`config.mk`:
```
export PLATFORM = sky130hd
export DESIGN_NAME = slf_top
export DESIGN_NICKNAME = d
export VERILOG_FILES = /design/src/verilog/slf_pkg.sv /design/src/verilog/slf_delay.sv /design/src/verilog/slf_top.sv
export SDC_FILE = /design/constraint.sdc
export NUM_CORES = 1
export LEC_CHECK = 0
export BUFFER_PORTS_ARGS = -buffer_cell sky130_fd_sc_hd__buf_2
export CORE_MARGIN = 4
export CORE_UTILIZATION = 30
export CTS_BUF_LIST = sky130_fd_sc_hd__clkbuf_4 sky130_fd_sc_hd__clkbuf_8
export CTS_CLUSTER_DIAMETER = 60
export DETAILED_ROUTE_END_ITERATION = 16
export SYNTH_ARGS = -nofsm -noshare
export SYNTH_HDL_FRONTEND = slang
export SYNTH_SLANG_ARGS = --single-unit
export TNS_END_PERCENT = 10
```
`constraint.sdc`:
```
create_clock -name clock_i -period 3.7 [get_ports clock_i]
set_input_delay 0 -clock clock_i [delete_from_list [all_inputs] [get_ports clock_i]]
set_output_delay 0 -clock clock_i [all_outputs]
set_load 0.05 [all_outputs]
```
`src/verilog/slf_pkg.sv`:
```
// Shared constants and types for the safety logic function blocks.
// Assumes a 40 MHz system clock and a plain register port.
package slf_pkg;
  localparam int unsigned CLK_HZ       = 40000000;
  localparam int unsigned TICK_MS      = 1;
  localparam int unsigned TICK_CYCLES  = CLK_HZ / 1000 * TICK_MS;
  localparam int unsigned MAX_INPUTS   = 5;
  localparam int unsigned MIN_INPUTS   = 2;
  localparam int unsigned BYP_MIN_S    = 1;
  localparam int unsigned BYP_MAX_S    = 43200;
  localparam int unsigned BYP_MIN_MS   = BYP_MIN_S * 1000;
  localparam int unsigned BYP_MAX_MS   = BYP_MAX_S * 1000;
  localparam int unsigned DLY_MIN_MS   = 1;
  localparam int unsigned DLY_MAX_MS   = 300000;
  localparam int unsigned DLY_DEF_MS   = 100;
  localparam int unsigned SCAN_MS      = 1;

  localparam logic [3:0] ADDR_GATE_IN  = 4'h0;
  localparam logic [3:0] ADDR_LATCH_IN = 4'h1;
  localparam logic [3:0] ADDR_BYP_CTL  = 4'h2;
  localparam logic [3:0] ADDR_BYP_TIME = 4'h3;
  localparam logic [3:0] ADDR_DLY_CTL  = 4'h4;
  localparam logic [3:0] ADDR_DLY_TIME = 4'h5;
  localparam logic [3:0] ADDR_STATUS   = 4'h6;
  localparam logic [3:0] ADDR_SCAN     = 4'h7;

  localparam logic [2:0] GATE_CNT_RST  = 3'h5;
  localparam logic [31:0] BYP_TIME_RST = 32'h000003E8;
  localparam logic [31:0] DLY_TIME_RST = 32'h00000064;
  localparam logic [15:0] SCAN_RST     = 16'h0001;

  typedef enum logic [1:0] {
    DLY_NONE, DLY_OFF, DLY_ON
  } slf_dly_mode_type;

  typedef enum logic [1:0] {
    CAN_NONE, CAN_CTRL, CAN_NODE
  } slf_cancel_type;

  typedef struct packed {
    logic or_q;
    logic nand_q;
    logic nor_q;
    logic xor_q;
    logic and_q;
    logic not_q;
    logic rs_q;
    logic sr_q;
  } slf_logic_out_type;

  typedef struct packed {
    logic             in_state;
    slf_dly_mode_type mode;
    slf_cancel_type   cancel;
    logic             end_keep_on;
    logic             cancel_node;
    logic             ctrl_input;
  } slf_dly_cfg_type;
endpackage

```
`src/verilog/slf_delay.sv`:
```
// On/off delay with millisecond counting and cancel options.
// Assumes tick_i is a one-cycle pulse once per millisecond.
`timescale 1ns/1ps
module slf_delay
  import slf_pkg::*;
#(
  parameter int unsigned CW = 19
) (
  input  wire logic             clock_i,
  input  wire logic             nrst_i,
  input  wire logic             tick_i,
  input  wire logic             scan_i,
  input  wire slf_dly_cfg_type  cfg_i,
  input  wire logic [CW-1:0]    time_i,
  output logic                  out_o,
  output logic                  busy_o
);
  logic [CW-1:0] cnt_reg;
  logic          out_reg;
  logic          run_reg;
  logic          in_reg;
  logic          cancel_hit;

  assign out_o  = out_reg;
  assign busy_o = run_reg;

  // Cancel only exists in off-delay mode
  always_comb begin
    cancel_hit = 1'b0;
    if (cfg_i.mode == DLY_OFF) begin
      if (cfg_i.cancel == CAN_NODE) begin
        cancel_hit = cfg_i.cancel_node;
      end else if (cfg_i.cancel == CAN_CTRL) begin
        cancel_hit = cfg_i.ctrl_input;
      end
    end
  end

  always_ff @(posedge clock_i or negedge nrst_i) begin
    if (!nrst_i) begin
      in_reg  <= 1'b0;
      out_reg <= 1'b0;
      run_reg <= 1'b0;
      cnt_reg <= '0;
    end else begin
      if (tick_i && run_reg && cnt_reg != '0) begin
        cnt_reg <= cnt_reg - CW'(1);
      end
      if (scan_i) begin
        in_reg <= cfg_i.in_state;
        case (cfg_i.mode)
          DLY_NONE: begin
            out_reg <= cfg_i.in_state;
            run_reg <= 1'b0;
          end
          DLY_ON: begin
            // Output stays Off until the delay has run out
            if (!cfg_i.in_state) begin
              out_reg <= 1'b0;
              run_reg <= 1'b0;
            end else if (!in_reg) begin
              run_reg <= 1'b1;
              cnt_reg <= time_i;
            end else if (run_reg && cnt_reg == '0) begin
              out_reg <= 1'b1;
              run_reg <= 1'b0;
            end
          end
          default: begin
            if (cfg_i.in_state) begin
              out_reg <= 1'b1;
              run_reg <= 1'b0;
            end else if (in_reg) begin
              run_reg <= 1'b1;
              cnt_reg <= time_i;
            end else if (run_reg && cancel_hit) begin
              // Node cancel may keep the output On
              out_reg <= (cfg_i.cancel == CAN_NODE)
                         ? cfg_i.end_keep_on : 1'b0;
              run_reg <= 1'b0;
            end else if (run_reg && cnt_reg == '0) begin
              out_reg <= 1'b0;
              run_reg <= 1'b0;
            end
          end
        endcase
      end
    end
  end
endmodule

```
`src/verilog/slf_top.sv`:
```
// Safety logic gates, latches, bypass and delay blocks behind a register
// port. Assumes strobes are one cycle and never both high at once.
// Function
// - OR gate on two to five inputs
// - NAND Off only when all inputs On
// - NOR On only when all Off
// - XOR On when exactly one input On
// - Inverter complements its input
// - Reset-priority latch clears when both On
// - Set-priority latch sets when both On
// - Bypass inactive passes safety input through
// - Active bypass forces output On
// - Option: both On forces bypass output Off
// - Bypass timer expiry hands output back to the safety input
// - Bypass limit one second to twelve hours
// - One bypass limit for every input
// - Two-hand actuation under bypass gives Stop
// - Delay one millisecond steps, five minutes max
// - Delay overrun at most one scan
// - Delay mode none/off/on, default 100 ms
// - Cancel selection only in off-delay mode
// - Node cancel end action keeps or clears
// - AND gate On only when all On
//
// Added by the designer: the address-and-strobe port and the register addresses.
`timescale 1ns/1ps
module slf_top
  import slf_pkg::*;
#(
  parameter int unsigned NIN      = MAX_INPUTS,
  parameter int unsigned TICK_DIV = TICK_CYCLES
) (
  input  wire logic        clock_i,
  input  wire logic        nrst_i,
  input  wire logic [3:0]  addr_i,
  input  wire logic [31:0] wdata_i,
  input  wire logic        wr_i,
  input  wire logic        rd_i,
  output logic [31:0]      rdata_o,
  output logic             or_o,
  output logic             nand_o,
  output logic             nor_o,
  output logic             xor_o,
  output logic             and_o,
  output logic             not_o,
  output logic             rs_o,
  output logic             sr_o,
  output logic             byp_o,
  output logic             byp_active_o,
  output logic             twohand_stop_o,
  output logic             dly_o
);
  logic [NIN-1:0]    gate_in_reg;
  logic [2:0]        gate_cnt_reg;
  logic              not_in_reg;
  logic [3:0]        latch_in_reg;
  logic [4:0]        byp_ctl_reg;
  logic [31:0]       byp_time_reg;
  logic [31:0]       byp_cnt_reg;
  logic              byp_expired_reg;
  logic [6:0]        dly_ctl_reg;
  logic [31:0]       dly_time_reg;
  logic [15:0]       scan_div_reg;
  logic [15:0]       scan_cnt_reg;
  logic [15:0]       tick_cnt_reg;
  logic              tick_reg;
  logic              scan_reg;
  slf_logic_out_type lo_reg;
  slf_logic_out_type lo_next;
  logic              byp_reg;
  logic              byp_next;
  logic              th_stop_reg;
  logic [31:0]       rdata_reg;
  logic [NIN-1:0]    used;
  logic              dly_out;
  logic              dly_busy;
  slf_dly_cfg_type   dly_cfg;

  // Fields of the bypass control word
  logic byp_in, byp_req, byp_both_off, byp_twohand, byp_th_act;
  assign byp_in       = byp_ctl_reg[0];
  assign byp_req      = byp_ctl_reg[1];
  assign byp_both_off = byp_ctl_reg[2];
  assign byp_twohand  = byp_ctl_reg[3];
  assign byp_th_act   = byp_ctl_reg[4];

  // Unused gate inputs become neutral per gate, so masked here
  genvar gi;
  generate
    for (gi = 0; gi < NIN; gi++) begin : g_used
      assign used[gi] = (3'(gi) < gate_cnt_reg);
    end
  endgenerate

  function automatic logic [2:0] count_ones(input logic [NIN-1:0] v);
    logic [2:0] n;
    n = 3'h0;
    for (int i = 0; i < NIN; i++) begin
      n = n + {2'h0, v[i]};
    end
    return n;
  endfunction

  // Clamp an input count to the two-to-five range
  function automatic logic [2:0] clamp_cnt(input logic [2:0] v);
    logic [2:0] r;
    r = v;
    if (v < 3'(MIN_INPUTS)) begin
      r = 3'(MIN_INPUTS);
    end else if (v > 3'(NIN)) begin
      r = 3'(NIN);
    end
    return r;
  endfunction

  // Register writes
  always_ff @(posedge clock_i or negedge nrst_i) begin
    if (!nrst_i) begin
      gate_in_reg  <= '0;
      gate_cnt_reg <= GATE_CNT_RST;
      not_in_reg   <= 1'b0;
      latch_in_reg <= 4'h0;
      byp_ctl_reg  <= 5'h00;
      byp_time_reg <= BYP_TIME_RST;
      dly_ctl_reg  <= 7'h00;
      dly_time_reg <= DLY_TIME_RST;
      scan_div_reg <= SCAN_RST;
    end else if (wr_i) begin
      if (addr_i == ADDR_GATE_IN) begin
        gate_in_reg  <= wdata_i[NIN-1:0];
        gate_cnt_reg <= clamp_cnt(wdata_i[10:8]);
        not_in_reg   <= wdata_i[16];
      end else if (addr_i == ADDR_LATCH_IN) begin
        latch_in_reg <= wdata_i[3:0];
      end else if (addr_i == ADDR_BYP_CTL) begin
        byp_ctl_reg <= wdata_i[4:0];
      end else if (addr_i == ADDR_BYP_TIME) begin
        // One limit for every bypassed input, never zero
        if (wdata_i < BYP_MIN_MS) begin
          byp_time_reg <= BYP_MIN_MS;
        end else if (wdata_i > BYP_MAX_MS) begin
          byp_time_reg <= BYP_MAX_MS;
        end else begin
          byp_time_reg <= wdata_i;
        end
      end else if (addr_i == ADDR_DLY_CTL) begin
        dly_ctl_reg <= wdata_i[6:0];
      end else if (addr_i == ADDR_DLY_TIME) begin
        if (wdata_i < DLY_MIN_MS) begin
          dly_time_reg <= DLY_MIN_MS;
        end else if (wdata_i > DLY_MAX_MS) begin
          dly_time_reg <= DLY_MAX_MS;
        end else begin
          dly_time_reg <= wdata_i;
        end
      end else if (addr_i == ADDR_SCAN) begin
        scan_div_reg <= (wdata_i[15:0] == 16'h0000) ? SCAN_RST
                                                    : wdata_i[15:0];
      end
    end
  end

  // Millisecond tick and scan enable
  always_ff @(posedge clock_i or negedge nrst_i) begin
    if (!nrst_i) begin
      tick_cnt_reg <= 16'h0000;
      scan_cnt_reg <= 16'h0000;
      tick_reg     <= 1'b0;
      scan_reg     <= 1'b0;
    end else begin
      tick_reg <= 1'b0;
      scan_reg <= 1'b0;
      if (tick_cnt_reg == 16'(TICK_DIV - 1)) begin
        tick_cnt_reg <= 16'h0000;
        tick_reg     <= 1'b1;
        if (scan_cnt_reg >= scan_div_reg - 16'h0001) begin
          scan_cnt_reg <= 16'h0000;
          scan_reg     <= 1'b1;
        end else begin
          scan_cnt_reg <= scan_cnt_reg + 16'h0001;
        end
      end else begin
        tick_cnt_reg <= tick_cnt_reg + 16'h0001;
      end
    end
  end

  // Gate and latch evaluation
  always_comb begin
    lo_next        = lo_reg;
    lo_next.or_q   = |(gate_in_reg & used);
    lo_next.and_q  = &(gate_in_reg | ~used);
    lo_next.nand_q = ~&(gate_in_reg | ~used);
    lo_next.nor_q  = ~|(gate_in_reg & used);
    lo_next.xor_q  = (count_ones(gate_in_reg & used) == 3'h1);
    lo_next.not_q  = ~not_in_reg;
    // Set/reset pairs: bits 0/1 reset-dominant, bits 2/3 set-dominant
    if (latch_in_reg[1]) begin
      lo_next.rs_q = 1'b0;
    end else if (latch_in_reg[0]) begin
      lo_next.rs_q = 1'b1;
    end
    if (latch_in_reg[2]) begin
      lo_next.sr_q = 1'b1;
    end else if (latch_in_reg[3]) begin
      lo_next.sr_q = 1'b0;
    end
  end

  always_ff @(posedge clock_i or negedge nrst_i) begin
    if (!nrst_i) begin
      lo_reg <= '0;
    end else if (scan_reg) begin
      lo_reg <= lo_next;
    end
  end

  // Bypass output
  always_comb begin
    byp_next = byp_in;
    if (byp_req && !byp_expired_reg) begin
      byp_next = 1'b1;
      if (byp_both_off && byp_in) begin
        byp_next = 1'b0;
      end
    end else if (byp_req) begin
      // After expiry control goes back to the bypassed input
      byp_next = byp_in;
    end
  end

  // Bypass timer restarts only when the request is withdrawn
  always_ff @(posedge clock_i or negedge nrst_i) begin
    if (!nrst_i) begin
      byp_cnt_reg     <= 32'h00000000;
      byp_expired_reg <= 1'b0;
    end else if (!byp_req) begin
      byp_cnt_reg     <= 32'h00000000;
      byp_expired_reg <= 1'b0;
    end else if (tick_reg && !byp_expired_reg) begin
      if (byp_cnt_reg + 32'h00000001 >= byp_time_reg) begin
        byp_expired_reg <= 1'b1;
      end
      byp_cnt_reg <= byp_cnt_reg + 32'h00000001;
    end
  end

  always_ff @(posedge clock_i or negedge nrst_i) begin
    if (!nrst_i) begin
      byp_reg     <= 1'b0;
      th_stop_reg <= 1'b0;
    end else if (scan_reg) begin
      byp_reg     <= byp_next;
      // Two-hand actuated while bypassed raises Stop
      th_stop_reg <= byp_twohand && byp_req && !byp_expired_reg
                     && byp_th_act;
    end
  end

  assign dly_cfg.in_state    = dly_ctl_reg[0];
  assign dly_cfg.mode        = slf_dly_mode_type'(dly_ctl_reg[2:1]);
  assign dly_cfg.cancel      = slf_cancel_type'(dly_ctl_reg[4:3]);
  assign dly_cfg.end_keep_on = dly_ctl_reg[5];
  assign dly_cfg.cancel_node = dly_ctl_reg[6];
  assign dly_cfg.ctrl_input  = dly_ctl_reg[6];

  slf_delay #(
    .CW (19)
  ) u_delay (
    .clock_i (clock_i),
    .nrst_i  (nrst_i),
    .tick_i  (tick_reg),
    .scan_i  (scan_reg),
    .cfg_i   (dly_cfg),
    .time_i  (dly_time_reg[18:0]),
    .out_o   (dly_out),
    .busy_o  (dly_busy)
  );

  // Read port, unmapped addresses read zero
  always_ff @(posedge clock_i or negedge nrst_i) begin
    if (!nrst_i) begin
      rdata_reg <= 32'h00000000;
    end else begin
      rdata_reg <= 32'h00000000;
      if (rd_i) begin
        if (addr_i == ADDR_GATE_IN) begin
          rdata_reg <= {15'h0000, not_in_reg, 5'h00, gate_cnt_reg,
                        3'h0, 5'(gate_in_reg)};
        end else if (addr_i == ADDR_LATCH_IN) begin
          rdata_reg <= {28'h0000000, latch_in_reg};
        end else if (addr_i == ADDR_BYP_CTL) begin
          rdata_reg <= {27'h0000000, byp_ctl_reg};
        end else if (addr_i == ADDR_BYP_TIME) begin
          rdata_reg <= byp_time_reg;
        end else if (addr_i == ADDR_DLY_CTL) begin
          rdata_reg <= {25'h0000000, dly_ctl_reg};
        end else if (addr_i == ADDR_DLY_TIME) begin
          rdata_reg <= dly_time_reg;
        end else if (addr_i == ADDR_STATUS) begin
          rdata_reg <= {19'h00000, dly_busy, dly_out, th_stop_reg,
                        byp_expired_reg, byp_reg, lo_reg};
        end else if (addr_i == ADDR_SCAN) begin
          rdata_reg <= {16'h0000, scan_div_reg};
        end
      end
    end
  end

  assign rdata_o        = rdata_reg;
  assign or_o           = lo_reg.or_q;
  assign nand_o         = lo_reg.nand_q;
  assign nor_o          = lo_reg.nor_q;
  assign xor_o          = lo_reg.xor_q;
  assign and_o          = lo_reg.and_q;
  assign not_o          = lo_reg.not_q;
  assign rs_o           = lo_reg.rs_q;
  assign sr_o           = lo_reg.sr_q;
  assign byp_o          = byp_reg;
  assign byp_active_o   = byp_expired_reg;
  assign twohand_stop_o = th_stop_reg;
  assign dly_o          = dly_out;
endmodule
```
### After elaboration in Yosys (flattened, before gate mapping)

Index checks and enable logic that the tools add are counted.

| storage, ports and cells | value |
|---|---|
| bits in writable memories | 0 |
| logic and storage cells | 172 |
| ROM bits | 0 |
| input port bits | 40 |
| bits in latches | 0 |
| output and inout port bits | 44 |
| register bits | 236 |
| memories kept | 0 |

| operators by class | value |
|---|---|
| divide/modulo/power cells | 0 |
| shifts and indexed selects | 0 |
| $mul | 0 |
| reduce and logical (&&, ||, !) cells | 34 |
| eq/ne operators | 18 |
| $add $sub $neg | 9 |
| magnitude comparators | 13 |
| bitwise operators | 10 |
| muxes and demuxes | 58 |

Operators by type and width:

| kind | count |
|---|---|
| $mux 32 | 13 |
| $mux 19 | 6 |
| $mux 16 | 5 |
| $pmux 19 s2 | 1 |
| $add 16x1->16 const B | 2 |
| $add 32x1->32 const B | 1 |
| $ge 32x32->1 | 1 |
| $gt 32x19->1 const B | 1 |
| $gt 32x26->1 const B | 1 |
| $lt 32x1->1 const B | 1 |
| $lt 32x10->1 const B | 1 |
| $mux 1 | 29 |
| $logic_not 19->1 | 1 |
| $reduce_bool 19->1 | 1 |
| $sub 19x1->19 const B | 1 |
| $eq 16x16->1 const B | 1 |
| $eq 4x3->1 const B | 4 |
| $ge 16x16->1 | 1 |
| $logic_not 16->1 | 1 |
| $sub 16x1->16 const B | 1 |
| $reduce_and 5->1 | 3 |
| $logic_and 1x1->1 | 10 |
| $eq 4x2->1 const B | 2 |
| $reduce_and 2->1 | 4 |
| 32 further kinds | 50 |

### Logic depth before layout (Yosys ltp)

Gate-level depths: netlist of run 1.

| depth | value |
|---|---|
| depth in word-level cells | 10 |
| mapped depth | 14 |
| mapped depth without buffers | 14 |

### By module

Synthesis of run 1 repeated with hierarchy kept, for this count alone.

| unflattened totals | value |
|---|---|
| cells, all modules | 1336 |
| area, all modules | 12903.6 um^2 |

By module, submodules not included:

| module | cells each | area an instance (um^2) | times used | sequential area each (um^2) |
|---|---|---|---|---|
| slf_top | 1178 | 11523.6 | 1 | 5370.2 |
| slf_delay | 158 | 1380.1 | 1 | 550.5 |

### Least setup slack after synthesis of run 1

No wires, ideal clock.

| timing | value |
|---|---|
| kind | register -> register |
| start | register scan_div_reg[8] |
| end | register scan_cnt_reg[12] |
| stages on the path, launching flop included | 11 |
| arrival | 3.075 ns |
| clock period less this slack | 3.171 ns |
| buffers on the path | 0 |
| setup slack | 0.529 ns |
| path through | dfrtp_1 or3_1 or4_1 xor2_1 ha_1 and3_1 a221oi_1 o21ai_0 a21oi_1 nand2_1 o31ai_1 |

| on the way | value |
|---|---|
| cells in the longest elaborated chain, start to end | 3 |

RTL lines:

| what | RTL line | RTL |
|---|---|---|
| from (decl) | slf_top.sv:63 | `logic [15:0] scan_div_reg;` |
| from (signal assigned) | slf_top.sv:157 | `scan_div_reg <= (wdata_i[15:0] == 16'h0000) ? SCAN_RST` |
| $sub 16x1->16 | slf_top.sv:176 | `if (scan_cnt_reg >= scan_div_reg - 16'h0001) begin` |
| $ge 16x16->1 | slf_top.sv:176 |  |
| $mux 16 | slf_top.sv:176 |  |
| to (signal assigned) | slf_top.sv:180 | `scan_cnt_reg <= scan_cnt_reg + 16'h0001;` |
| to (decl) | slf_top.sv:64 | `logic [15:0] scan_cnt_reg;` |

Every way passes these cells.
A chain may end at the register's enable or synchronous reset.

### Final worst setup path of run 1

| timing | value |
|---|---|
| start | register scan_div_reg[4] |
| end | register scan_cnt_reg[2] |

Same word-level chain as after synthesis.

==> out/metrics.csv, run 1 <==
stage;metric;value;unit
timing;Period minus WS final;3.47;ns
worst_setup_path;worst-path cell chain;nor4_1 > nand2_1 > or4_1 > nor4_1 > xnor2_1 > ha_1 > nand4_1 > o21ai_0 > a21oi_1 > buf_4 > and2_1 > a22o_1;
clocking;TritonCTS buffer count;45;
synthesis;number of flops mapped to enable cells by yosys;0;
detailed_routing;final wirelength;35.7;mm
power_and_ir_drop;Total Power Consumption;6530;uW
place;HPWL Detailed;25.9;mm
cells_and_area;Layout area overhead;18.6;%
worst_setup_path;Setup CP Type;flip-flop to flip-flop;
grt;first-pass GRT wire length;56.5;mm
worst_setup_path;max incr delay on CP;0.53;ns
clocking;Skew-Pair Late Insertion Delay;0.56;ns
grt;largest net degree at the start of global routing;110;
synthesis;dominant cell type by area after synthesis;dfrtp_1;
synthesis;#FFs+latches synth;236;
synthesis;Yosys top cell area share;44.1;%
die;# IOs;84;
cells_and_area;commonest non-fill, non-tap cell in the layout;dfrtp_1;
die;core area;41900;um2
synthesis;mux contribution to synthesized area;5.52;%
synthesis;largest family of logic cells by synthesized area;simple AND/OR/NAND/NOR gates;
grt;overflow left after global routing;0;
synthesis;complex-gate fraction of the synthesized area;12.5;%
timing;final slew viol count;0;
die;Starting Density;30.3;%
clocking;CTS root buf;clkbuf_8;
outcome;outcome;complete, no violations;
power_and_ir_drop;pwr dens;434;nW/um2
place;placed cells;1870;
synthesis;Async S/R FF share, synth;100;%
grt;Total GRT Usage;15.4;%
cells_and_area;post-route insts no fill;1980;
synthesis;Simple-Gate Fraction of Synth Area;19.5;%
timing;Final Hold Vio Count;0;
timing;# setup viols final;0;
worst_setup_path;Buf/Inv on CP;1;
timing;Max Clk Rate;0.288;GHz
worst_setup_path;Max stage delay cell, worst path;or4_1;
detailed_routing;Residual DRC;0;
cells_and_area;end-of-flow core utilization;36.0;%
worst_setup_path;Worst R2R Path Depth;12;
die;die height;214;um
timing;WHS;0.0468;ns
die;die area;45700;um2
detailed_routing;DR vias/cell;5.12;
power_and_ir_drop;worst vdd ir;0.216;mV
worst_setup_path;r2r setup slk;0.23;ns
synthesis;XOR/XNOR Fraction of Synth Area;7.04;%
worst_setup_path;critical path required time;4.15;ns
clocking;CTS Sinks;236;
clocking;H-tree depth;2;
worst_setup_path;largest fanout on the critical path;8;
cells_and_area;Layout fillers;4211;
detailed_routing;drt pass-1 iters;5;
min_path;Endpoint, Worst Hold;dly_time_reg[18]$_DFFE_PN0P_;
timing;worst slew pin tran;0.943;ns
worst_setup_path;Startpoint Class;flip-flop;
synthesis;top cells by area, synth;dfrtp_1, ha_1, xnor2_1, mux2_2, nor2_1;
place;Final Wtd Congestion;0.859;
cells_and_area;share of cells above drive strength 1;18.0;%
clocking;CTS tree;built;
timing;crit share post-route;93.9;%
timing;unrepaired setup endpoints after global routing;false;
timing;TNS Setup;0;ns
synthesis;Seq/Total Area, Yosys;46.6;%
timing;Slew headroom;37.1;%
cells_and_area;area taken by multi-input logic gates;6390;um2
timing;Layout Skew;0.0276;ns
min_path;hold crit path type;input port to flip-flop;
cells_and_area;Seq. cell area;5920;um2
clocking;clk slew on worst S/H paths;0.05;ns
cells_and_area;antenna cells;0;
detailed_routing;WL/cell;18.0;um
min_path;Worst Hold Path Cells;5;
grt;vias in the first global route;9906;
die;row cnt;75;
die;Die X;214;um
synthesis;Synth cell types;72;
power_and_ir_drop;Pleak;0.00685;uW
worst_setup_path;cell repeated most along the worst path;nor4_1;
job;maxcap violations;0;
synthesis;Top FF cell, synth;dfrtp_1;
worst_setup_path;crit end category;flip-flop;
worst_setup_path;CP arrival;3.92;ns
detailed_routing;Iteration-0 DRC Markers;685;
synthesis;syn_nets;1370;
synthesis;Ys Warns;0;
cells_and_area;commonest non-fill, non-tap cells in the layout;dfrtp_1, nor2_1, nand2_1, buf_2, o21ai_0;
worst_setup_path;reg2reg start;scan_div_reg[4]$_DFFE_PN0P_;
synthesis;synthesized area per cell;9.98;um2
detailed_routing;Antenna Nets Post-Route;0;
worst_setup_path;Crit path max-delay family;simple AND/OR/NAND/NOR gates;
clocking;CTS max path bufs;3;
synthesis;Synth Area in Adders;5.73;%
min_path;hold_sp;wdata_i[27];
grt;initial antenna violation count;1;
place;Buffers on Ports;83;
synthesis;Mapped Area;12700;um2
worst_setup_path;Reg-to-Reg End;scan_cnt_reg[2]$_DFFE_PN0P_;
synthesis;cells after synthesis;1273;
cells_and_area;nets@finish;1506;
detailed_routing;via count;10133;
-- synth_stat cells, types with 4 or more instances --
| cell | instances |
|---|---|
| inv_1 | 55 |
| or3_1 | 15 |
| a22o_1 | 31 |
| nor3_1 | 33 |
| mux2i_1 | 7 |
| xor2_1 | 43 |
| mux2_2 | 42 |
| nor4_1 | 14 |
| xnor2_1 | 59 |
| and2_1 | 50 |
| o21ai_1 | 7 |
| a21boi_0 | 7 |
| nand2_1 | 106 |
| dfstp_2 | 12 |
| a31oi_1 | 8 |
| nor3_2 | 4 |
| nand2b_1 | 7 |
| o31ai_1 | 8 |
| nor2_1 | 113 |
| a22oi_1 | 28 |
| o21ai_0 | 65 |
| and3_1 | 17 |
| nor2b_1 | 22 |
| buf_2 | 8 |
| a21oi_1 | 30 |
| ha_1 | 55 |
| nand4_1 | 26 |
| a211oi_1 | 6 |
| or4_1 | 6 |
| a21o_1 | 9 |
| dfrtp_1 | 224 |
| o211ai_1 | 6 |
| clkbuf_1 | 35 |
| nand3_1 | 49 |
| mux4_2 | 7 |
-- through the flow --
step | instance area (um2) | worst slack (ns)
6_report | 15100 | 0.226
5_1_grt | 15100 | 0.0743
4_1_cts | 15100 | 0.282
3_5_place_dp | 13800 | 0.293
3_3_place_gp | 13800 | 0.468
2_1_floorplan | 12700 | 0.529
-- cell type report --
type                    count  area share (%)
clock buffers              73            6.17
clock inverters             6           0.216
inverters                  55            1.37
multi-input cells         936            42.5
flip-flops and latches    236            39.3
well taps                 539            4.48
repair buffers            135            6.01
-- how the worst max path moves through the flow --
stage | startpoint | to | slack (ns) | cells after the start
2_1_floorplan | scan_div_reg[8]$_DFFE_PN0P_ | scan_cnt_reg[12]$_DFFE_PN0P_ | 0.53 | 10
3_3_place_gp | scan_div_reg[5]$_DFFE_PN0P_ | scan_cnt_reg[8]$_DFFE_PN0P_ | 0.47 | 12
3_5_place_dp | scan_div_reg[5]$_DFFE_PN0P_ | scan_cnt_reg[8]$_DFFE_PN0P_ | 0.29 | 12
4_1_cts | scan_div_reg[5]$_DFFE_PN0P_ | scan_cnt_reg[2]$_DFFE_PN0P_ | 0.28 | 12
5_1_grt | scan_div_reg[5]$_DFFE_PN0P_ | scan_cnt_reg[5]$_DFFE_PN0P_ | 0.07 | 12
6_report | scan_div_reg[4]$_DFFE_PN0P_ | scan_cnt_reg[2]$_DFFE_PN0P_ | 0.23 | 12
-- logic make-up after synthesis --
| family | count (synthesis) |
|---|---|
| compound gates | 236 |
| xor+xnor | 102 |
| fa+ha+maj | 57 |
| buf+inv | 101 |
| flops | 236 |
| mux | 56 |
| simple gates | 485 |
-- what timing repair did --
| item | CTS | global route |
|---|---|---|
| hold buffers | 31 | 0 |
| buffers inserted | 0 | 0 |
| hold endpoints to repair | 197 | 0 |
| resized for setup | 0 | 0 |
-- tightest hold or removal path, cell delays in order --
cell and delay (ns):
buf_2 0.08, nor2_1 0.06, nand4_1 0.15, nor2_1 0.10, o21ai_0 0.16
-- layer usage --
| layer | GRT usage (%) | routed length [um] | vias up |
|---|---|---|---|
| li1 | - | - | 4811 |
| met1 | 22.6 | 17200 | 4998 |
| met5 | 0 | 0 | - |
| met3 | 2.47 | 1590 | 60 |
| met4 | 4.17 | 839 | 0 |
| met2 | 23.9 | 16100 | 264 |
-- power by group --
part	switching [uW]	internal, uW	total (uW)	leakage [uW]
logic	487	358	844	0.00321
clock network	1120	1580	2700	0.000513
registers	206	2780	2990	0.00313
total	1810	4720	6530	0.00685
(Power assumes the default switching activity.)
==> run 2, diff against run 1 <==
--- a/config.mk
+++ b/config.mk
@@ -13,5 +13,6 @@
 export DETAILED_ROUTE_END_ITERATION = 16
 export SYNTH_ARGS = -nofsm -noshare
 export SYNTH_HDL_FRONTEND = slang
+export SYNTH_HIERARCHICAL = 1
 export SYNTH_SLANG_ARGS = --single-unit
 export TNS_END_PERCENT = 10
==> run 2 against run 1 <==
Effect of this change:
- sequential share of layout area fell by 0.24 points
- register-to-register slack improved by 0.07 ns
- cell count rose by 2.5%
- die area up 1.6%
- worst setup slack better by 0.075 ns
- non-clock buffer count fell by 1
- maximum frequency up 2.2%
- first-iteration DRC count increased by 31%
- synthesized area up 1.6%
- hold slack better by 0.023 ns
- clock power is 4% lower
- largest cell class unchanged
==> out/metrics.csv, run 2 <==
stage;metric;value;unit;change
outcome;outcome;complete, no violations;;
timing;final slew viol count;0;;unchanged
detailed_routing;Iteration-0 DRC Markers;895;;+31%
place;Final Wtd Congestion;0.870;;+1.3%
clocking;H-tree depth;2;;unchanged
synthesis;#FFs+latches synth;236;;unchanged
synthesis;Top FF cell, synth;dfrtp_1;;
timing;final worst slack;0.301;ns;+0.0749 ns
clocking;CTS max path bufs;3;;unchanged
worst_setup_path;Startpoint Class;flip-flop;;
synthesis;Commonest cells post-synth;dfrtp_1, nand2_1, nor2_1;;
detailed_routing;Antenna Nets Post-Route;0;;unchanged
place;placed cells;1923;;+2.8%
synthesis;Seq/Total Area, Yosys;45.9;%;-0.74 points
timing;crit share post-route;91.9;%;-2.0 points
die;Die X;215;um;+0.78%
grt;initial antenna violation count;1;;unchanged
worst_setup_path;Setup CP Type;flip-flop to flip-flop;;
grt;overflow left after global routing;0;;unchanged
synthesis;Async S/R FF share, synth;100;%;unchanged
clocking;CTS tree;built;;
grt;largest net degree at the start of global routing;108;;-1.8%
synthesis;syn_nets;1434;;+4.7%
place;HPWL Detailed;26.2;mm;+1.0%
min_path;hold crit path type;input port to asynchronous set/reset pin;;
detailed_routing;WL/cell;18.0;um;about the same
grt;Total GRT Usage;15.6;%;+0.16 points
synthesis;Ys Warns;6;;+6
synthesis;number of flops mapped to enable cells by yosys;0;;unchanged
cells_and_area;area taken by multi-input logic gates;6520;um2;+2.0%
die;die area;46400;um2;+1.6%
timing;Max Clk Rate;0.294;GHz;+2.2%
timing;# setup viols final;0;;unchanged
cells_and_area;Layout fillers;4229;;+0.43%
detailed_routing;DR vias/cell;5.09;;-0.45%
clocking;TritonCTS buffer count;41;;-8.9%
detailed_routing;via count;10342;;+2.1%
job;maxcap violations;0;;unchanged
die;core area;42200;um2;+0.90%
worst_setup_path;crit end category;flip-flop;;
die;# IOs;84;;unchanged
timing;TNS Setup;0;ns;unchanged
cells_and_area;commonest non-fill, non-tap cell in the layout;dfrtp_1;;
timing;Slew headroom;31.4;%;-5.7 points
synthesis;dominant cell type by area after synthesis;dfrtp_1;;
power_and_ir_drop;Pleak;0.00696;uW;+1.6%
cells_and_area;Layout area overhead;17.5;%;
timing;Period minus WS final;3.40;ns;-0.0749 ns
clocking;Skew-Pair Late Insertion Delay;0.57;ns;about the same
clocking;CTS root buf;clkbuf_8;;
place;pre-CTS WS;0.178;ns;-0.115 ns
die;die height;215;um;+0.78%
timing;unrepaired setup endpoints after global routing;false;;
power_and_ir_drop;worst vdd ir;0.229;mV;+5.9%
timing;Final Hold Vio Count;0;;unchanged
cells_and_area;end-of-flow core utilization;35.9;%;-0.10 points
clocking;CTS Sinks;236;;unchanged
place;Buffers on Ports;83;;unchanged
timing;worst slew pin tran;1.03;ns;+0.0834 ns
detailed_routing;final wirelength;36.5;mm;+2.4%
timing;Layout Skew;0.0280;ns;+0.000363 ns
detailed_routing;drt pass-1 iters;5;;unchanged
die;row cnt;75;;unchanged
clocking;post-CTS setup buffers;0;;unchanged
timing;WHS;0.0697;ns;+0.0229 ns
clocking;clk slew on worst S/H paths;0.06;ns;about the same
power_and_ir_drop;pwr dens;422;nW/um2;-2.7%
synthesis;synthesized area per cell;9.66;um2;-3.2%
worst_setup_path;largest fanout on the critical path;17;;+9
die;Starting Density;30.6;%;+0.22 points
cells_and_area;share of cells above drive strength 1;16.9;%;-1.1 points
cells_and_area;commonest non-fill, non-tap cells in the layout;dfrtp_1, nand2_1, nor2_1, o21ai_0, buf_2;;
worst_setup_path;critical path required time;4.16;ns;about the same
synthesis;cells after synthesis;1336;;+4.9%
cells_and_area;Seq. cell area;5920;um2;unchanged
cells_and_area;post-route insts no fill;2030;;+2.5%
grt;vias in the first global route;10205;;+3.0%
detailed_routing;Residual DRC;0;;unchanged
synthesis;top cells by area, synth;dfrtp_1, ha_1, nand2_1, xor2_1, nor2_1;;
grt;first-pass GRT wire length;58.7;mm;+3.8%
worst_setup_path;CP arrival;3.85;ns;-0.07 ns
synthesis;most numerous cell in the Yosys netlist;dfrtp_1;;
synthesis;Synth cell types;73;;+1.4%
synthesis;Yosys top cell area share;43.4;%;-0.70 points
synthesis;Mapped Area;12900;um2;+1.6%
cells_and_area;nets@finish;1556;;+3.3%
==> run 2: cell families after synthesis <==
family | share of synthesized area [%]
and+or+nand+nor | 19.9
AOI/OAI and AO/OA | 12.6
DFF | 45.9
buffers and inverters | 3.64
xor gates and xnor gates | 7.26
adders and majority gates | 5.74
muxes | 5.00
==> run 2: timing repair <==
action	CTS	global route
gates resized for setup	0	2
endpoints found under the hold margin	197	0
setup endpoints to repair	0	6
hold buffers	31	0
==> run 2: area by class of cell <==
type,count,area share [%]
multi-input combinational,983,43.0
sequential,236,39.1
timing repair buffer,134,6.01
clock buffer,69,5.52
tap,539,4.45
inverter,62,1.54
clock inverter,5,0.347
antenna,2,0.0330
==> run 2: report_power, final <==
group | switching [uW] | internal (uW)
sequential | 202 | 2780
combinational | 483 | 347
clock | 1100 | 1490
==> run 2: worst paths after layout <==
check / slack, ns / startpoint / cells after the start / end
setup / recovery: 0.30 / scan_div_reg[3]$_DFFE_PN0P_ / 14 / scan_cnt_reg[0]$_DFFE_PN0P_
hold / removal: 0.07 / nrst_i / 2 / rdata_o[3]$_DFF_PN0_
setup reg to reg: 0.30 / scan_div_reg[3]$_DFFE_PN0P_ / 14 / scan_cnt_reg[0]$_DFFE_PN0P_
hold reg to reg: 0.48 / not_in_reg$_DFFE_PN0P_ / 1 / not_o$_DFFE_PN0P_
max in group asynchronous: 2.54 / nrst_i / 3 / tick_cnt_reg[3]$_DFF_PN0_
min in group clock_i: 0.10 / wdata_i[26] / 5 / dly_time_reg[18]$_DFFE_PN0P_
==> run 2: layer usage <==
layer / global-route usage, % / part of all wire [%] / vias up
li1: - / - / 4962
met1: 21.5 / 46 / 5018
met2: 25.2 / 46 / 296
met3: 2.83 / 5.4 / 66
met4: 4.55 / 2.5 / 0
met5: 0 / 0 / -
==> run 2: worst max-delay path, cell delays in order (launching register included) <==
cell and delay [ns]:
dfrtp_1 0.42, nor2_1 0.16, nand3_1 0.11, or3_1 0.37, or4_1 0.48, nor3_1 0.21
xnor2_1 0.10, ha_1 0.30, a21oi_1 0.07, o21ai_1 0.21, a31oi_1 0.07, a21oi_1 0.25
buf_12 0.19, nor2_2 0.08, mux2_2 0.27
==> run 2: through the flow <==
step	total power (uW)	area [um2]
after floorplan	3470	12900
after global placement	3800	13900
after detailed placement	3820	13900
after CTS	6480	15100
after global routing	6720	15200
final	6400	15200
==> run 3, diff against run 2 <==
--- a/config.mk
+++ b/config.mk
@@ -11,6 +11,7 @@
 export CTS_BUF_LIST = sky130_fd_sc_hd__clkbuf_4 sky130_fd_sc_hd__clkbuf_8
 export CTS_CLUSTER_DIAMETER = 60
 export DETAILED_ROUTE_END_ITERATION = 16
+export MAX_ROUTING_LAYER = met4
 export SYNTH_ARGS = -nofsm -noshare
 export SYNTH_HDL_FRONTEND = slang
 export SYNTH_HIERARCHICAL = 1
==> run 3 against run 2 <==
Effect of this change:
- core utilization did not move
- critical path type unchanged
- clock-buffer cell count unchanged
- critical path depth is the same
- non-clock buffer count stayed put
- worst setup slack lost 0.0063 ns
- global-route usage up 0.46 points
- sequential cell count unchanged
- highest routed layer unchanged
- maximum frequency decreased by 0.19%
- combinational power about the same
- clock skew is essentially flat
- sequential power about the same
- hold slack worse by 0.0083 ns
==> out/metrics.csv, run 3 (same netlist as run 2, synthesis figures left out) <==
stage;metric;value;unit;change
outcome;outcome;complete, no violations;;
place;Final Wtd Congestion;0.885;;+1.6%
grt;overflow left after global routing;0;;unchanged
grt;largest net degree at the start of global routing;108;;unchanged
timing;crit share post-route;92.0;%;+0.17 points
detailed_routing;DR vias/cell;5.11;;+0.26%
worst_setup_path;largest fanout on the critical path;17;;unchanged
die;core area;42200;um2;unchanged
cells_and_area;Layout area overhead;17.5;%;unchanged
clocking;CTS tree;built;;
job;maxcap violations;0;;unchanged
place;Placed Area;13900;um2;unchanged
place;HPWL Detailed;26.2;mm;unchanged
die;Die X;215;um;unchanged
clocking;CTS Sinks;236;;unchanged
timing;Slew headroom;32.2;%;+0.79 points
timing;Final Hold Vio Count;0;;unchanged
timing;WHS;0.0614;ns;-0.00833 ns
power_and_ir_drop;pwr dens;422;nW/um2;about the same
cells_and_area;Final Instance Area;15200;um2;unchanged
clocking;post-CTS setup buffers;0;;unchanged
power_and_ir_drop;Pleak;0.00696;uW;unchanged
worst_setup_path;critical path required time;4.16;ns;about the same
cells_and_area;nets@finish;1556;;unchanged
cells_and_area;post-route insts no fill;2030;;unchanged
grt;Total GRT Usage;16.1;%;+0.46 points
detailed_routing;final wirelength;36.6;mm;about the same
detailed_routing;WL/cell;18.0;um;about the same
cells_and_area;commonest non-fill, non-tap cell in the layout;dfrtp_1;;
worst_setup_path;Setup CP Type;flip-flop to flip-flop;;
place;Buffers on Ports;83;;unchanged
timing;TNS Setup;0;ns;unchanged
cells_and_area;share of cells above drive strength 1;16.9;%;unchanged
min_path;hold crit path type;input port to asynchronous set/reset pin;;
timing;worst slew pin tran;1.01;ns;-0.0118 ns
detailed_routing;Antenna Nets Post-Route;0;;unchanged
die;die area;46400;um2;unchanged
grt;vias in the first global route;10191;;-0.14%
clocking;TritonCTS buffer count;41;;unchanged
worst_setup_path;CP arrival;3.86;ns;about the same
die;die height;215;um;unchanged
die;# IOs;84;;unchanged
detailed_routing;drt pass-1 iters;6;;+1
timing;Max Clk Rate;0.294;GHz;-0.19%
detailed_routing;Residual DRC;0;;unchanged
timing;Period minus WS final;3.41;ns;+0.00631 ns
grt;initial antenna violation count;1;;unchanged
clocking;clk slew on worst S/H paths;0.06;ns;about the same
timing;# setup viols final;0;;unchanged
worst_setup_path;crit end category;flip-flop;;
worst_setup_path;Startpoint Class;flip-flop;;
die;Starting Density;30.6;%;unchanged
place;placed cells;1923;;unchanged
clocking;CTS max path bufs;3;;unchanged
die;row cnt;75;;unchanged
timing;final slew viol count;0;;unchanged
clocking;CTS root buf;clkbuf_8;;
power_and_ir_drop;worst vdd ir;0.229;mV;about the same
timing;Layout Skew;0.0279;ns;-0.000102 ns
detailed_routing;Iteration-0 DRC Markers;839;;-6.3%
clocking;Skew-Pair Late Insertion Delay;0.57;ns;about the same
timing;unrepaired setup endpoints after global routing;false;;
cells_and_area;commonest non-fill, non-tap cells in the layout;dfrtp_1, nand2_1, nor2_1, o21ai_0, buf_2;;
clocking;H-tree depth;2;;unchanged
detailed_routing;via count;10369;;+0.26%
power_and_ir_drop;Total Power Consumption;6400;uW;about the same
grt;first-pass GRT wire length;58.7;mm;about the same
run 3: cell counts in the layout (fill, tap and decap cells not counted):
No cell type changed its count.
run 3: final cells by class:
| class | count | area (um2) |
|---|---|---|
| Sequential cell | 236 | 5920 |
| Antenna cell | 2 | 5.00 |
| Multi-Input combinational cell | 983 | 6520 |
| Clock inverter | 5 | 52.6 |
| Tap cell | 539 | 674 |
| Clock buffer | 69 | 837 |
| Inverter | 62 | 233 |
| Timing Repair Buffer | 134 | 911 |
| Fill cell | 4229 | 27100 |
run 3: path summary, 6_finish.rpt:
path	startpoint	to	slack, ns	cells after the start
max	scan_div_reg[3]$_DFFE_PN0P_	scan_cnt_reg[0]$_DFFE_PN0P_	0.29	14
min	nrst_i	rdata_o[3]$_DFF_PN0_	0.06	2
max reg2reg	scan_div_reg[3]$_DFFE_PN0P_	scan_cnt_reg[0]$_DFFE_PN0P_	0.29	14
min reg2reg	not_in_reg$_DFFE_PN0P_	not_o$_DFFE_PN0P_	0.48	1
max in group asynchronous	nrst_i	u_delay/cnt_reg[3]$_DFF_PN0_	2.53	3
min in group clock_i	wdata_i[26]	dly_time_reg[18]$_DFFE_PN0P_	0.08	5
run 3: critical path, stage by stage (launching register included):
cell     delay (ns)
dfrtp_1        0.41
nor2_1         0.16
nand3_1        0.12
or3_1          0.37
or4_1          0.48
nor3_1         0.21
xnor2_1        0.10
ha_1           0.30
a21oi_1        0.07
o21ai_1        0.22
a31oi_1        0.07
a21oi_1        0.25
buf_12         0.19
nor2_2         0.08
mux2_2         0.27
run 3: power by group:
part	switching [uW]	internal, uW
Clock	1100	1490
Sequential	203	2780
Combinational	483	347
run 3: metal layers:
metal | GRT usage, % | wire length, um | up-vias
met2 | 25.0 | 16900 | 334
met5 | - | 0 | -
li1 | - | - | 4959
met1 | 21.7 | 16600 | 5003
met3 | 2.74 | 2140 | 73
met4 | 4.55 | 907 | 0
run 3: what timing repair did:
item                                    CTS  global route
hold endpoints to repair                197             0
endpoints found under the setup margin    0             6
resized for setup                         0             2
hold buffers                             31             0
run 3: per-stage QoR:
step | setup WS [ns] | utilization, %
global placement | 0.284 | 33.0
CTS | 0.156 | 35.9
floorplan | 0.558 | -
global route | 0.0293 | 35.9
detailed placement | 0.178 | 33.0
finish | 0.295 | 35.9
